File: src/logic/spcch_params.svh
// Purpose: Constants for the switch port command header block
// Assumes: Dword-addressed configuration accesses, byte offsets kept as printed
// Notes: Identification defaults below are arbitrary neutral values
`ifndef SPCCH_PARAMS_SVH
`define SPCCH_PARAMS_SVH

`define SPCCH_OFS_IDENT 12'h000
`define SPCCH_OFS_CMD 12'h004

`define SPCCH_MAKER_LSB 0
`define SPCCH_PART_LSB 16

// Arbitrary identification defaults, not tied to any maker or part
`define SPCCH_MAKER_RST 16'h0A5A
`define SPCCH_PART_RST 16'h0001

`define SPCCH_CMD_IO_EN 0
`define SPCCH_CMD_MEM_EN 1
`define SPCCH_CMD_UP_FWD 2
`define SPCCH_CMD_PAR_RSP 6
`define SPCCH_CMD_ERR_RPT 8
`define SPCCH_CMD_INTX_DIS 10

`define SPCCH_CMD_RST 16'h0000
`define SPCCH_CMD_WMASK 16'h0547

`endif

File: src/logic/spcch_pkg.sv
// Purpose: Types shared by the switch port command header block
// Assumes: spcch_params.svh holds all numeric constants
// Notes: Structs carry grouped request signals
`default_nettype none
package spcch_pkg;

    typedef struct packed {
        logic valid;
        logic write;
        logic [11:0] offset;
        logic [3:0] byte_en;
        logic [31:0] wdata;
    } spcch_cfg_req_type;

    typedef struct packed {
        logic valid;
        logic [1:0] half_en;
        logic [31:0] data;
    } spcch_id_load_type;

    typedef struct packed {
        logic valid;
        logic is_io;
        logic is_mem;
    } spcch_pri_req_type;

    typedef struct packed {
        logic valid;
        logic is_io;
        logic is_mem;
        logic non_posted;
        logic is_intx;
    } spcch_dn_req_type;

    typedef enum logic [1:0] {
        SPCCH_DN_NONE,
        SPCCH_DN_FORWARD,
        SPCCH_DN_UR_DROP,
        SPCCH_DN_UR_CPL
    } spcch_dn_verdict_type;

endpackage
`default_nettype wire

File: src/logic/spcch_top.sv
// Purpose: Identification words and command register of a switch port header
// Assumes: Configuration requests and traffic classification arrive decoded
// Notes: All answers and verdicts are registered, one cycle after the request
//        Byte lanes 2 and 3 of a command write carry nothing and are ignored
`include "spcch_params.svh"
`default_nettype none

// Operation
// - Dword 0 bits 15:0 hold read-only maker identification, reloadable by side load.
// - Dword 0 bits 31:16 hold read-only part identification, reloadable by side load.
// - Command bit 0 resets 0; port answers I/O requests only when set.
// - Command bit 1 resets 0; port answers memory requests only when set.
// - Command bit 2 clear blocks upstream memory and I/O, marking them Unsupported.
// - Rejected non-posted requests under cleared bit 2 get an Unsupported completion.
// - Command bit 2 set forwards downstream memory and I/O requests upstream.
// - Command bits 3, 4, 5, 7, 9 read zero and ignore writes.
// - Command bit 6 resets 0; parity errors acted upon only when set.
// - Command bit 8 resets 0; gates fatal and non-fatal error reporting.
// - Command bit 10 set suppresses this port's own INTx messages.
// - Downstream INTx messages are relayed regardless of command bit 10.
module spcch_top (
    // Clock and reset
    input wire logic ref_clk_i,
    input wire logic resetn_i,
    // Configuration access from the upstream link
    input wire spcch_pkg::spcch_cfg_req_type cfg_req_i,
    output logic cfg_ack_o,
    output logic [31:0] cfg_rdata_o,
    // Identification load from SMBus or EEPROM
    input wire spcch_pkg::spcch_id_load_type id_load_i,
    // Requests on the primary side aimed at this port
    input wire spcch_pkg::spcch_pri_req_type pri_req_i,
    output logic pri_claim_o,
    output logic pri_ignore_o,
    // Requests from the downstream side heading upstream
    input wire spcch_pkg::spcch_dn_req_type dn_req_i,
    output spcch_pkg::spcch_dn_verdict_type dn_verdict_o,
    // Events raised inside the port
    input wire logic parity_err_i,
    input wire logic err_nonfatal_i,
    input wire logic err_fatal_i,
    input wire logic own_intx_i,
    output logic parity_act_o,
    output logic err_nonfatal_msg_o,
    output logic err_fatal_msg_o,
    output logic own_intx_msg_o,
    // Command register state
    output logic [15:0] cmd_o
);
    import spcch_pkg::*;

    localparam logic [15:0] CMD_RST_WORD = `SPCCH_CMD_RST;

    // Identification
    logic [15:0] maker_id_ff;
    logic [15:0] part_id_ff;

    // Command fields, one flop for each implemented bit
    logic cmd_io_en_ff;
    logic cmd_mem_en_ff;
    logic cmd_up_fwd_ff;
    logic cmd_par_rsp_ff;
    logic cmd_err_rpt_ff;
    logic cmd_intx_dis_ff;
    logic [15:0] cmd_word;

    // Configuration answer
    logic cfg_ack_ff;
    logic [31:0] cfg_rdata_ff;
    logic [31:0] nxt_rdata;

    // Traffic answers
    logic pri_claim_ff;
    logic pri_ignore_ff;
    spcch_dn_verdict_type dn_verdict_ff;
    spcch_dn_verdict_type nxt_verdict;

    // Event answers
    logic parity_act_ff;
    logic err_nf_ff;
    logic err_f_ff;
    logic own_intx_ff;

    // Request decode
    logic hit_cmd_wr;
    logic wr_cmd_lo;
    logic wr_cmd_hi;
    logic pri_io_hit;
    logic pri_mem_hit;

    assign hit_cmd_wr = cfg_req_i.valid && cfg_req_i.write && (cfg_req_i.offset == `SPCCH_OFS_CMD);
    // Lane 0 carries command bits 7:0, lane 1 bits 15:8
    assign wr_cmd_lo = hit_cmd_wr && cfg_req_i.byte_en[0];
    assign wr_cmd_hi = hit_cmd_wr && cfg_req_i.byte_en[1];
    // Requests with neither class bit set are neither claimed nor ignored
    assign pri_io_hit = pri_req_i.valid && pri_req_i.is_io;
    assign pri_mem_hit = pri_req_i.valid && pri_req_i.is_mem;

    // Identification words: configuration writes never reach them, only the side load does
    always_ff @(posedge ref_clk_i or negedge resetn_i) begin
        if (!resetn_i) begin
            maker_id_ff <= `SPCCH_MAKER_RST;
        end else if (id_load_i.valid && id_load_i.half_en[0]) begin
            maker_id_ff <= id_load_i.data[`SPCCH_MAKER_LSB +: 16];
        end
    end

    // The halves load independently, so a side load may replace just one of them
    always_ff @(posedge ref_clk_i or negedge resetn_i) begin
        if (!resetn_i) begin
            part_id_ff <= `SPCCH_PART_RST;
        end else if (id_load_i.valid && id_load_i.half_en[1]) begin
            part_id_ff <= id_load_i.data[`SPCCH_PART_LSB +: 16];
        end
    end

    // Each implemented bit is its own flop, written only through the lane that holds it
    always_ff @(posedge ref_clk_i or negedge resetn_i) begin
        if (!resetn_i) begin
            cmd_io_en_ff <= CMD_RST_WORD[`SPCCH_CMD_IO_EN];
        end else if (wr_cmd_lo) begin
            cmd_io_en_ff <= cfg_req_i.wdata[`SPCCH_CMD_IO_EN];
        end
    end

    always_ff @(posedge ref_clk_i or negedge resetn_i) begin
        if (!resetn_i) begin
            cmd_mem_en_ff <= CMD_RST_WORD[`SPCCH_CMD_MEM_EN];
        end else if (wr_cmd_lo) begin
            cmd_mem_en_ff <= cfg_req_i.wdata[`SPCCH_CMD_MEM_EN];
        end
    end

    // Clearing bit 2 turns away upstream memory and I/O requests from the very next request on
    always_ff @(posedge ref_clk_i or negedge resetn_i) begin
        if (!resetn_i) begin
            cmd_up_fwd_ff <= CMD_RST_WORD[`SPCCH_CMD_UP_FWD];
        end else if (wr_cmd_lo) begin
            cmd_up_fwd_ff <= cfg_req_i.wdata[`SPCCH_CMD_UP_FWD];
        end
    end

    always_ff @(posedge ref_clk_i or negedge resetn_i) begin
        if (!resetn_i) begin
            cmd_par_rsp_ff <= CMD_RST_WORD[`SPCCH_CMD_PAR_RSP];
        end else if (wr_cmd_lo) begin
            cmd_par_rsp_ff <= cfg_req_i.wdata[`SPCCH_CMD_PAR_RSP];
        end
    end

    always_ff @(posedge ref_clk_i or negedge resetn_i) begin
        if (!resetn_i) begin
            cmd_err_rpt_ff <= CMD_RST_WORD[`SPCCH_CMD_ERR_RPT];
        end else if (wr_cmd_hi) begin
            cmd_err_rpt_ff <= cfg_req_i.wdata[`SPCCH_CMD_ERR_RPT];
        end
    end

    // Interrupt disable masks only this port's own messages, never relayed ones
    always_ff @(posedge ref_clk_i or negedge resetn_i) begin
        if (!resetn_i) begin
            cmd_intx_dis_ff <= CMD_RST_WORD[`SPCCH_CMD_INTX_DIS];
        end else if (wr_cmd_hi) begin
            cmd_intx_dis_ff <= cfg_req_i.wdata[`SPCCH_CMD_INTX_DIS];
        end
    end

    // Fixed and reserved positions are constant zero, so writes to them have nowhere to land
    always_comb begin
        cmd_word = 16'h0000;
        cmd_word[`SPCCH_CMD_IO_EN] = cmd_io_en_ff;
        cmd_word[`SPCCH_CMD_MEM_EN] = cmd_mem_en_ff;
        cmd_word[`SPCCH_CMD_UP_FWD] = cmd_up_fwd_ff;
        cmd_word[`SPCCH_CMD_PAR_RSP] = cmd_par_rsp_ff;
        cmd_word[`SPCCH_CMD_ERR_RPT] = cmd_err_rpt_ff;
        cmd_word[`SPCCH_CMD_INTX_DIS] = cmd_intx_dis_ff;
    end

    // Read data; unmapped offsets answer zero so probing software sees nothing
    always_comb begin
        nxt_rdata = 32'h0000_0000;
        if (cfg_req_i.offset == `SPCCH_OFS_IDENT) begin
            nxt_rdata = {part_id_ff, maker_id_ff};
        end else if (cfg_req_i.offset == `SPCCH_OFS_CMD) begin
            nxt_rdata = {16'h0000, cmd_word};
        end
    end

    // Every request is acknowledged, including writes that land nowhere
    always_ff @(posedge ref_clk_i or negedge resetn_i) begin
        if (!resetn_i) begin
            cfg_ack_ff <= 1'b0;
        end else begin
            cfg_ack_ff <= cfg_req_i.valid;
        end
    end

    // Writes leave the last read word standing
    always_ff @(posedge ref_clk_i or negedge resetn_i) begin
        if (!resetn_i) begin
            cfg_rdata_ff <= 32'h0000_0000;
        end else if (cfg_req_i.valid && !cfg_req_i.write) begin
            cfg_rdata_ff <= nxt_rdata;
        end
    end

    // Primary side decoding of I/O and memory requests
    always_ff @(posedge ref_clk_i or negedge resetn_i) begin
        if (!resetn_i) begin
            pri_claim_ff <= 1'b0;
        end else begin
            pri_claim_ff <= (pri_io_hit && cmd_io_en_ff)
                || (pri_mem_hit && cmd_mem_en_ff);
        end
    end

    // An ignored request is flagged so the primary side can drop it without an answer
    always_ff @(posedge ref_clk_i or negedge resetn_i) begin
        if (!resetn_i) begin
            pri_ignore_ff <= 1'b0;
        end else begin
            pri_ignore_ff <= (pri_io_hit && !cmd_io_en_ff)
                || (pri_mem_hit && !cmd_mem_en_ff);
        end
    end

    // Upstream forwarding verdict for downstream traffic
    always_comb begin
        nxt_verdict = SPCCH_DN_NONE;
        if (dn_req_i.valid) begin
            if (dn_req_i.is_intx) begin
                nxt_verdict = SPCCH_DN_FORWARD;
            end else if (dn_req_i.is_io || dn_req_i.is_mem) begin
                if (cmd_up_fwd_ff) begin
                    nxt_verdict = SPCCH_DN_FORWARD;
                end else if (dn_req_i.non_posted) begin
                    nxt_verdict = SPCCH_DN_UR_CPL;
                end else begin
                    // Posted requests earn no completion, so a refused one is simply dropped
                    nxt_verdict = SPCCH_DN_UR_DROP;
                end
            end
        end
    end

    // The verdict stands one cycle only; the forwarding logic must act on it at once
    always_ff @(posedge ref_clk_i or negedge resetn_i) begin
        if (!resetn_i) begin
            dn_verdict_ff <= SPCCH_DN_NONE;
        end else begin
            dn_verdict_ff <= nxt_verdict;
        end
    end

    // Events are one-cycle pulses; one that arrives while its gate is shut is dropped, not held
    always_ff @(posedge ref_clk_i or negedge resetn_i) begin
        if (!resetn_i) begin
            parity_act_ff <= 1'b0;
        end else begin
            parity_act_ff <= parity_err_i && cmd_par_rsp_ff;
        end
    end

    // Both error classes share the one reporting enable
    always_ff @(posedge ref_clk_i or negedge resetn_i) begin
        if (!resetn_i) begin
            err_nf_ff <= 1'b0;
        end else begin
            err_nf_ff <= err_nonfatal_i && cmd_err_rpt_ff;
        end
    end

    always_ff @(posedge ref_clk_i or negedge resetn_i) begin
        if (!resetn_i) begin
            err_f_ff <= 1'b0;
        end else begin
            err_f_ff <= err_fatal_i && cmd_err_rpt_ff;
        end
    end

    always_ff @(posedge ref_clk_i or negedge resetn_i) begin
        if (!resetn_i) begin
            own_intx_ff <= 1'b0;
        end else begin
            own_intx_ff <= own_intx_i && !cmd_intx_dis_ff;
        end
    end

    assign cfg_ack_o = cfg_ack_ff;
    assign cfg_rdata_o = cfg_rdata_ff;
    assign pri_claim_o = pri_claim_ff;
    assign pri_ignore_o = pri_ignore_ff;
    assign dn_verdict_o = dn_verdict_ff;
    assign parity_act_o = parity_act_ff;
    assign err_nonfatal_msg_o = err_nf_ff;
    assign err_fatal_msg_o = err_f_ff;
    assign own_intx_msg_o = own_intx_ff;
    assign cmd_o = cmd_word;

endmodule
`default_nettype wire

File: config.mk
export PLATFORM = sky130hd
export DESIGN_NAME = spcch_top
export DESIGN_NICKNAME = d
export VERILOG_FILES = /design/src/logic/spcch_pkg.sv /design/src/logic/spcch_top.sv
export VERILOG_INCLUDE_DIRS = /design/src /design/src/logic
export SDC_FILE = /design/constraint.sdc
export NUM_CORES = 1
export LEC_CHECK = 0
export BUFFER_PORTS_ARGS = -buffer_cell sky130_fd_sc_hd__buf_4
export CELL_PAD_IN_SITES_DETAIL_PLACEMENT = 1
export CELL_PAD_IN_SITES_GLOBAL_PLACEMENT = 1
export CORE_ASPECT_RATIO = 1.4
export CORE_MARGIN = 2
export CORE_UTILIZATION = 35
export DETAILED_ROUTE_END_ITERATION = 16
export PLACE_DENSITY_LB_ADDON = 0.12
export SYNTH_ARGS = -nofsm -noshare
export SYNTH_HDL_FRONTEND = slang
export SYNTH_SLANG_ARGS = --single-unit
File: constraint.sdc
create_clock -name ref_clk_i -period 1.3 [get_ports ref_clk_i]
set_clock_uncertainty 0.15 [all_clocks]
set_input_delay 0.195 -clock ref_clk_i [delete_from_list [all_inputs] [get_ports ref_clk_i]]
set_output_delay 0.195 -clock ref_clk_i [all_outputs]
set_load 0.05 [all_outputs]
# Yosys cells after proc, flatten, opt, wreduce, memory -nomap -nowiden
# Index checks and enable logic that the tools add are counted.
classes:
  eq_ne: 1
  mux: 7
  reduce_logical: 25
ops:
  columns: ["operator", "count"]
  rows:
  - ["32-bit two-way mux", 1]
  - ["1-bit logical AND", 17]
  - ["12-bit by 3-bit equality test with 1-bit output, second input constant", 1]
  - ["12-bit zero test", 1]
  - ["11-bit two-way mux", 1]
  - ["2-bit two-way mux", 4]
  - ["1-bit zero test", 4]
  - ["1-bit logical OR", 3]
  - ["1-bit two-way mux", 1]
word_totals:
  ff_bits: 79
  in_bits: 99
  out_inout_bits: 57
  elab_cells: 50

# Logic depth before layout (Yosys ltp)
# Gate-level depths: netlist of run 1.
logic_depth:
  depth_word: 5
  depth_mapped: 5
  ltp_nobuf: 3

# Worst setup path after synthesis of run 1
# No wires, ideal clock.
synth_path:
  kind: "input to register"
  start: "in cfg_req_i[44] (netlist name)"
  end: "reg cmd_err_rpt_ff"
  setup_ns: 0.125
  arrival_ns: 1.587
  required_time_ns: 1.025
  path_slack_ns: -0.562
  cell_stages: 3
  path_buffers: 0
  cell_sequence: "or4_4 > or4_4 > mux2_4"
synth_between:
  elab_chain_cells: 3
synth_rtl:
  columns: ["item", "line", "source"]
  rows:
  - ["start: declaration", "spcch_top.sv:26", "input wire spcch_pkg::spcch_cfg_req_type cfg_req_i,"]
  - ["12-bit by 3-bit equality test with 1-bit output (no line)", null, null]
  - ["1-bit logical AND", "spcch_top.sv:91", "assign hit_cmd_wr = cfg_req_i.valid && cfg_req_i.write && (cfg_req_i.offset == `SPCCH_OFS_CMD);"]
  - ["1-bit logical AND", "spcch_top.sv:94", "assign wr_cmd_hi = hit_cmd_wr && cfg_req_i.byte_en[1];"]
  - ["end signal: assignment", "spcch_top.sv:153", "cmd_err_rpt_ff <= CMD_RST_WORD[`SPCCH_CMD_ERR_RPT];"]
  - ["end signal: assignment", "spcch_top.sv:155", "cmd_err_rpt_ff <= cfg_req_i.wdata[`SPCCH_CMD_ERR_RPT];"]
  - ["end: declaration", "spcch_top.sv:63", "logic cmd_err_rpt_ff;"]
# No other way between the ends.
# A chain may end at the register's enable or synchronous reset.

# Worst setup path after layout of run 1
layout_path:
  start: "in cfg_req_i[44] (netlist name)"
  end: "reg cfg_rdata_ff[18], in the netlist cfg_rdata_o[18]"
layout_between:
  elab_chain_cells: 2
layout_rtl:
  columns: ["item", "line", "source"]
  rows:
  - ["12-bit zero test (no line)", null, null]
  - ["32-bit two-way mux", "spcch_top.sv:182", "if (cfg_req_i.offset == `SPCCH_OFS_IDENT) begin"]
  - ["end signal: assignment", "spcch_top.sv:203", "cfg_rdata_ff <= nxt_rdata;"]
  - ["end: declaration", "spcch_top.sv:69", "logic [31:0] cfg_rdata_ff;"]
# No other way between the ends.

==> qor.txt, run 1 <==
outcome: finished, violations left
failing checks: negative setup slack
Cell Count, Final, Fillers Out: 550
Gate power share: 13.6%
hold slack: 0.00521 ns
Clk pin slew, worst setup/hold paths: 0.05 ns
Setup WS pre-CTS: -0.705 ns
critical path's top delay family: simple AND/OR/NAND/NOR gates
hold path depth: 3
CTS sink cnt: 79
area grow syn2layout: 54.3%
Detailed Route WL: 8540 um
Hold Path End: pri_claim_o$_DFF_PN0_
number of routed nets with antenna violations: 0
Core Footprint: 9080 um2
Die H: 119 um
Top FF cell, synth: dfrtp_1
Final #Nets: 537
reg-to-reg endpoint: dn_verdict_o[0]$_DFF_PN0_
Pint: 4.36 mW
Worst VDD drop: 0.857 mV
critical path's most frequent cell: or4_4
DP HPWL: 5540 um
Filler cells: 982
Psw: 1.31 mW
Yosys cell types: 27
Min-Delay Path Class: input pin to flip-flop
R2R depth: 4
xor/xnor share of the synthesized area: 0%
Clk pwr share: 38.5%
Final Max Tran Viols: 0
commonest non-fill, non-tap cell in the layout: buf_4
Finish-stage setup viols: 38
slowest CP cell: or4_4
Worst Hold Launch: pri_req_i[0]
RSZ-0062 raised after global routing: true
IO Pins: 156
fraction of layout cells with a size suffix above 1: 44.7%
Cells after DPL: 482
Flop pwr share: 47.9%
R2R Path Start: cmd_up_fwd_ff$_DFFE_PN0P_
largest net degree at the start of global routing: 51
startpoint types: input pin
H-Tree Depth: 3
mux contribution to synthesized area: 15.1%
reg-to-reg slack, setup: 0.16 ns
Max clock buf depth: 2
commonest cells after routing, fill and taps aside: buf_4, dfrtp_1, dlygate4sd3_1
period utilization: 125%
fraction of the mapped netlist area in adder cells: 0%
P_leak: 2.43 nW
fin worst setup slack: -0.326 ns
Simple-Gate Fraction of Synth Area: 13.0%
complex-gate fraction of the synthesized area: 5.52%
Final Hold Fails: 0
Setup CP Type: input pin to flip-flop
total gr overflow: 0
Syn Area/Cell: 12.3 um2
Worst Path Arrival: 1.72 ns
1st-iter DRT viols: 60
Cell Area, Synth: 3290 um2
Net Sw Frac: 23.0%
EDFF count, synth: 0
max incr delay on CP: 0.54 ns
Initial Utilization: 36.2%
Mapped Cells: 268
WP buf/inv: 2
PwrDens: 1120 nW/um2
wire per inst: 15.5 um
Die Area: 10200 um2
Detailed Routing Iterations Pass 1: 4
RePlAce Congestion: 0.705
CTS Buf Count: 9
fmax: 615 MHz
vias in the first global route: 2845
first-pass GRT wire length: 13700 um
row count: 41
Yosys warnings: 0
TritonCTS clock tree: yes
synthesis-stage register bit count: 79
number of remaining DRC errors: 0
endpoint type of the worst setup path: flip-flop
critical path cell sequence: buf_6 -> or4_4 -> or4_4 -> buf_12 -> o21ai_1
# Max-Cap Violations: 0
diode count: 0
root buffer cell: clkbuf_16
Async SR Flop Fraction: 100%
worst skew pair latency: 0.33 ns
Tmin final: 1.63 ns
Die W: 85.9 um
Port Buffers: 117
setup TNS: -10.99 ns
sequential fraction of the synthesis area: 60.4%
DR vias/cell: 4.64
CP Max Fanout: 32
Critical Path RT: 1.40 ns
total power: 5.67 mW
main combinational cell family by area after synthesis: multiplexers
DR vias: 2552
gr usage total: 17.6%
initial antenna violation count: 0
crit path launch: cfg_req_i[44]
worst max path at each step:
stage | end | slack, ns | depth (start not counted)
6_report | cfg_rdata_o[18]$_DFFE_PN0P_ | -0.33 | 5
3_3_place_gp | cmd_intx_dis_ff$_DFFE_PN0P_ | -0.64 | 4
4_1_cts | cfg_rdata_o[0]$_DFFE_PN0P_ | -0.33 | 5
2_1_floorplan | cmd_err_rpt_ff$_DFFE_PN0P_ | -0.51 | 3
5_1_grt | cfg_rdata_o[16]$_DFFE_PN0P_ | -0.34 | 5
3_5_place_dp | cfg_rdata_o[0]$_DFFE_PN0P_ | -0.70 | 5
area by class of cell:
| cell class | instances | area (um2) | area share, % |
|---|---|---|---|
| clock buffers | 14 | 244 | 4.81 |
| flip-flops and latches | 79 | 1990 | 39.2 |
| inverters | 2 | 7.51 | 0.148 |
| well taps | 107 | 134 | 2.64 |
| repair buffers | 178 | 1530 | 30.2 |
| multi-input cells | 168 | 1150 | 22.7 |
| clock inverters | 2 | 10.0 | 0.197 |
per-layer routing:
metal | vias to the layer above | share of wire [%] | GRT usage (%)
met5 | - | 0 | 0
met2 | 70 | 56 | 31.6
met4 | 0 | 2.2 | 8.63
met3 | 11 | 4.4 | 3.63
li1 | 1212 | - | -
met1 | 1259 | 38 | 19.0
repair_timing:
action	CTS	global route
setup buffers	2	3
setup endpoints to repair	44	42
pin swaps	1	1
resized for setup	11	3
hold buffers	47	0
hold endpoints to repair	120	0
gates cloned	0	0
cells in the mapped netlist (all sizes together) (2+ instances only):
cell / number / share of area, %
and2: 4 / 0.76
buf: 20 / 4.8
clkbuf: 8 / 0.91
dfrtp: 72 / 55
dfstp: 7 / 5.6
inv: 2 / 0.23
mux2: 38 / 13
mux2i: 6 / 1.8
nand2: 34 / 3.9
nand2b: 27 / 5.1
nand4: 2 / 0.38
nor2: 3 / 0.34
nor2b: 2 / 0.38
o21ai: 32 / 4.9
or4: 4 / 1.3
registers in the layout, summed over array words and instances, names as in the netlist, 2 cells and up:
name and cells:
cfg_rdata_o 32, dn_verdict_o 2, maker_id_ff 16, part_id_ff 16
stage by stage:
| step | instance area, um2 | util, % |
|---|---|---|
| 3_3_place_gp | 4270 | 47.0 |
| 2_1_floorplan | 3330 | - |
| 6_report | 5070 | 55.9 |
| 4_1_cts | 5040 | 55.5 |
| 3_5_place_dp | 4270 | 47.0 |
| 5_1_grt | 5070 | 55.9 |
kinds of logic after synthesis:
kind of cell | Yosys count
compound gates | 35
buf+inv | 30
flops | 79
mux | 44
other cells | 1
simple gates | 79
power by group through the flow:
stage	Sequential [mW]	Combinational, mW	Clock (mW)
after floorplan	2.77	0.347	0
after global placement	2.75	0.644	0
after detailed placement	2.76	0.659	0
after CTS	2.72	0.779	2.25
after global routing	2.74	0.840	2.39
final	2.72	0.770	2.18
worst min-delay path: stages:
cell and delay [ns]:
buf_4 0.09, a22oi_1 0.06, nor2b_1 0.10
(Power assumes the default switching activity.)
==> run 2: changes to the inputs <==
- MAX_ROUTING_LAYER: default -> met4
- REMOVE_ABC_BUFFERS: default -> 1
- SETUP_SLACK_MARGIN: default -> 0.05
==> run 2 against run 1 <==
Effect of this change: the flow still finishes with violations (negative setup slack); power is 1.4% higher; worst setup slack worse by 0.0045 ns; final cell count is 1.1% higher; via count is 2.4% higher; first-iteration DRC count is 72% higher; hold slack better by 0.041 ns; design area is 4.1% higher; flip-flop and latch count stayed put; sequential share of layout area is 1.6 points lower; routed wire length is 2.2% higher; sequential power hardly changed; count of clock-buffer cells in the layout stayed put.
==> qor.txt, run 2 (synthesis gave the netlist of run 1 again) <==
number of routed nets with antenna violations: 0 (unchanged)
outcome: finished, violations left (unchanged)
CTS Buf Count: 9 (unchanged)
largest net degree at the start of global routing: 45 (was 51)
Detailed Route WL: 8730 um (was 8540 um)
Final Hold Fails: 0 (unchanged)
fraction of layout cells with a size suffix above 1: 45.2% (was 44.7%)
Die W: 85.9 um (unchanged)
setup TNS: -11.52 ns (was -10.99 ns)
P_leak: 2.51 nW (was 2.43 nW)
Min-Delay Path Class: input pin to flip-flop (unchanged)
Setup WS pre-CTS: -0.707 ns (was -0.705 ns)
Tmin final: 1.63 ns (about the same)
Clk pwr share: 39.1% (was 38.5%)
# Max-Cap Violations: 0 (unchanged)
IO Pins: 156 (unchanged)
Core Footprint: 9080 um2 (unchanged)
Worst Hold Launch: pri_req_i[0] (unchanged)
R2R depth: 4 (unchanged)
worst skew pair latency: 0.33 ns (about the same)
fin area: 5280 um2 (was 5070 um2)
hold path depth: 3 (unchanged)
DR vias: 2612 (was 2552)
Worst Path Arrival: 1.73 ns (was 1.72 ns)
endpoint type of the worst setup path: flip-flop (unchanged)
DP Area: 4280 um2 (was 4270 um2)
root buffer cell: clkbuf_16 (unchanged)
PwrDens: 1090 nW/um2 (was 1120 nW/um2)
Die H: 119 um (unchanged)
Flop pwr share: 47.2% (was 47.9%)
reg-to-reg slack, setup: 0.17 ns (was 0.16 ns)
DP HPWL: 5420 um (was 5540 um)
TritonCTS clock tree: yes (unchanged)
first-pass GRT wire length: 14000 um (was 13700 um)
vias in the first global route: 2853 (was 2845)
Initial Utilization: 36.2% (unchanged)
Final Max Tran Viols: 0 (unchanged)
commonest non-fill, non-tap cell in the layout: buf_4 (unchanged)
R2R Path Start: cmd_up_fwd_ff$_DFFE_PN0P_ (unchanged)
RePlAce Congestion: 0.699 (was 0.705)
number of remaining DRC errors: 0 (unchanged)
initial antenna violation count: 0 (unchanged)
period utilization: 125% (about the same)
H-Tree Depth: 3 (unchanged)
commonest cells after routing, fill and taps aside: buf_4, dfrtp_1, dlygate4sd3_1 (unchanged)
Detailed Routing Iterations Pass 1: 4 (unchanged)
Worst VDD drop: 0.628 mV (was 0.857 mV)
Psw: 1.33 mW (was 1.31 mW)
DR vias/cell: 4.70 (was 4.64)
startpoint types: input pin (unchanged)
Setup CP Type: input pin to flip-flop (unchanged)
Cells after DPL: 482 (unchanged)
1st-iter DRT viols: 103 (was 60)
Finish-stage setup viols: 38 (unchanged)
CP Max Fanout: 32 (unchanged)
row count: 41 (unchanged)
Net Sw Frac: 23.1% (was 23.0%)
gr usage total: 18.2% (was 17.6%)
Critical Path RT: 1.40 ns (about the same)
diode count: 0 (unchanged)
Pint: 4.42 mW (was 4.36 mW)
Cell Count, Final, Fillers Out: 556 (was 550)
area grow syn2layout: 60.6% (was 54.3%)
reg-to-reg endpoint: dn_verdict_o[0]$_DFF_PN0_ (unchanged)
Port Buffers: 117 (unchanged)
CTS sink cnt: 79 (unchanged)
Largest register FFs: 32 (unchanged)
Final #Nets: 543 (was 537)
Die Area: 10200 um2 (unchanged)
Hold Path End: pri_claim_o$_DFF_PN0_ (unchanged)
total gr overflow: 0 (unchanged)
fmax: 613 MHz (was 615 MHz)
RSZ-0062 raised after global routing: true (unchanged)
Clk pin slew, worst setup/hold paths: 0.06 ns (was 0.05 ns)
wire per inst: 15.7 um (was 15.5 um)
fin worst setup slack: -0.330 ns (was -0.326 ns)
Max clock buf depth: 2 (unchanged)
failing checks: negative setup slack (unchanged)
Gate power share: 13.7% (was 13.6%)
[run 2: changes by cell type in the layout (fill, tap and decap cells not counted)]
cell      previous run  this run
buf_6                8        42
buf_4              119        90
mux2_2              36        32
mux2_4               2         6
dfrtp_1             68        71
dfrtp_2              4         1
buf_12               4         5
clkbuf_1             5         4
clkbuf_8             0         1
nand2b_1            27        26
nand2b_2             0         1
[run 2: per-layer routing]
layer / track usage, % / part of all wire [%] / wire length [um] / vias to the layer above
met5: - / 0 / 0 / -
met1: 20.2 / 39 / 3440 / 1295
li1: - / - / - / 1223
met2: 31.6 / 54 / 4740 / 79
met3: 2.79 / 4.0 / 351 / 15
met4: 8.33 / 2.3 / 199 / 0
[run 2: cell type report]
| type | instances | area (um2) |
|---|---|---|
| fillers | 949 | 3800 |
| clock inverters | 2 | 10.0 |
| clock buffers | 14 | 254 |
| multi-input cells | 168 | 1170 |
| well taps | 107 | 134 |
| repair buffers | 184 | 1720 |
| inverters | 2 | 7.51 |
| flip-flops and latches | 79 | 1990 |
[run 2: through the flow]
step	total power, mW	util, %	hold slack [ns]
after global routing	5.99	58.2	0.0664
after global placement	3.40	47.1	0.0356
after floorplan	3.08	-	-0.251
after detailed placement	3.43	47.1	0.0402
final	5.75	58.2	0.0460
after CTS	5.81	57.4	0.0158
[run 2: worst max-delay path by stage]
stage	start	depth (start not counted)	slack [ns]	to
3_5_place_dp	cfg_req_i[44]	4	-0.71	cmd_err_rpt_ff$_DFFE_PN0P_
5_1_grt	cfg_req_i[44]	5	-0.37	cfg_rdata_o[28]$_DFFE_PN0P_
2_1_floorplan	cfg_req_i[48]	3	-0.63	cfg_rdata_o[30]$_DFFE_PN0P_
4_1_cts	cfg_req_i[44]	5	-0.33	cfg_rdata_o[28]$_DFFE_PN0P_
6_report	cfg_req_i[44]	5	-0.33	cfg_rdata_o[28]$_DFFE_PN0P_
3_3_place_gp	cfg_req_i[44]	4	-0.69	cmd_err_rpt_ff$_DFFE_PN0P_
[run 2: power by group through the flow]
stage,sequential (mW),clock (mW),combinational (mW)
after floorplan,2.77,0,0.307
after global placement,2.75,0,0.652
after detailed placement,2.76,0,0.671
after CTS,2.71,2.31,0.792
after global routing,2.73,2.40,0.855
final,2.71,2.25,0.787
[run 2: what timing repair did]
item,in CTS,in global routing
buffers inserted,7,4
hold endpoints to repair,126,0
pin swaps,3,1
cloned,0,0
endpoints found under the setup margin,67,56
hold buffers,47,0
gates resized for setup,40,12
[run 2: critical path, cell delays in order]
cell,delay (ns)
buf_6,0.09
or4_4,0.54
or4_4,0.55
buf_12,0.20
o21ai_1,0.16
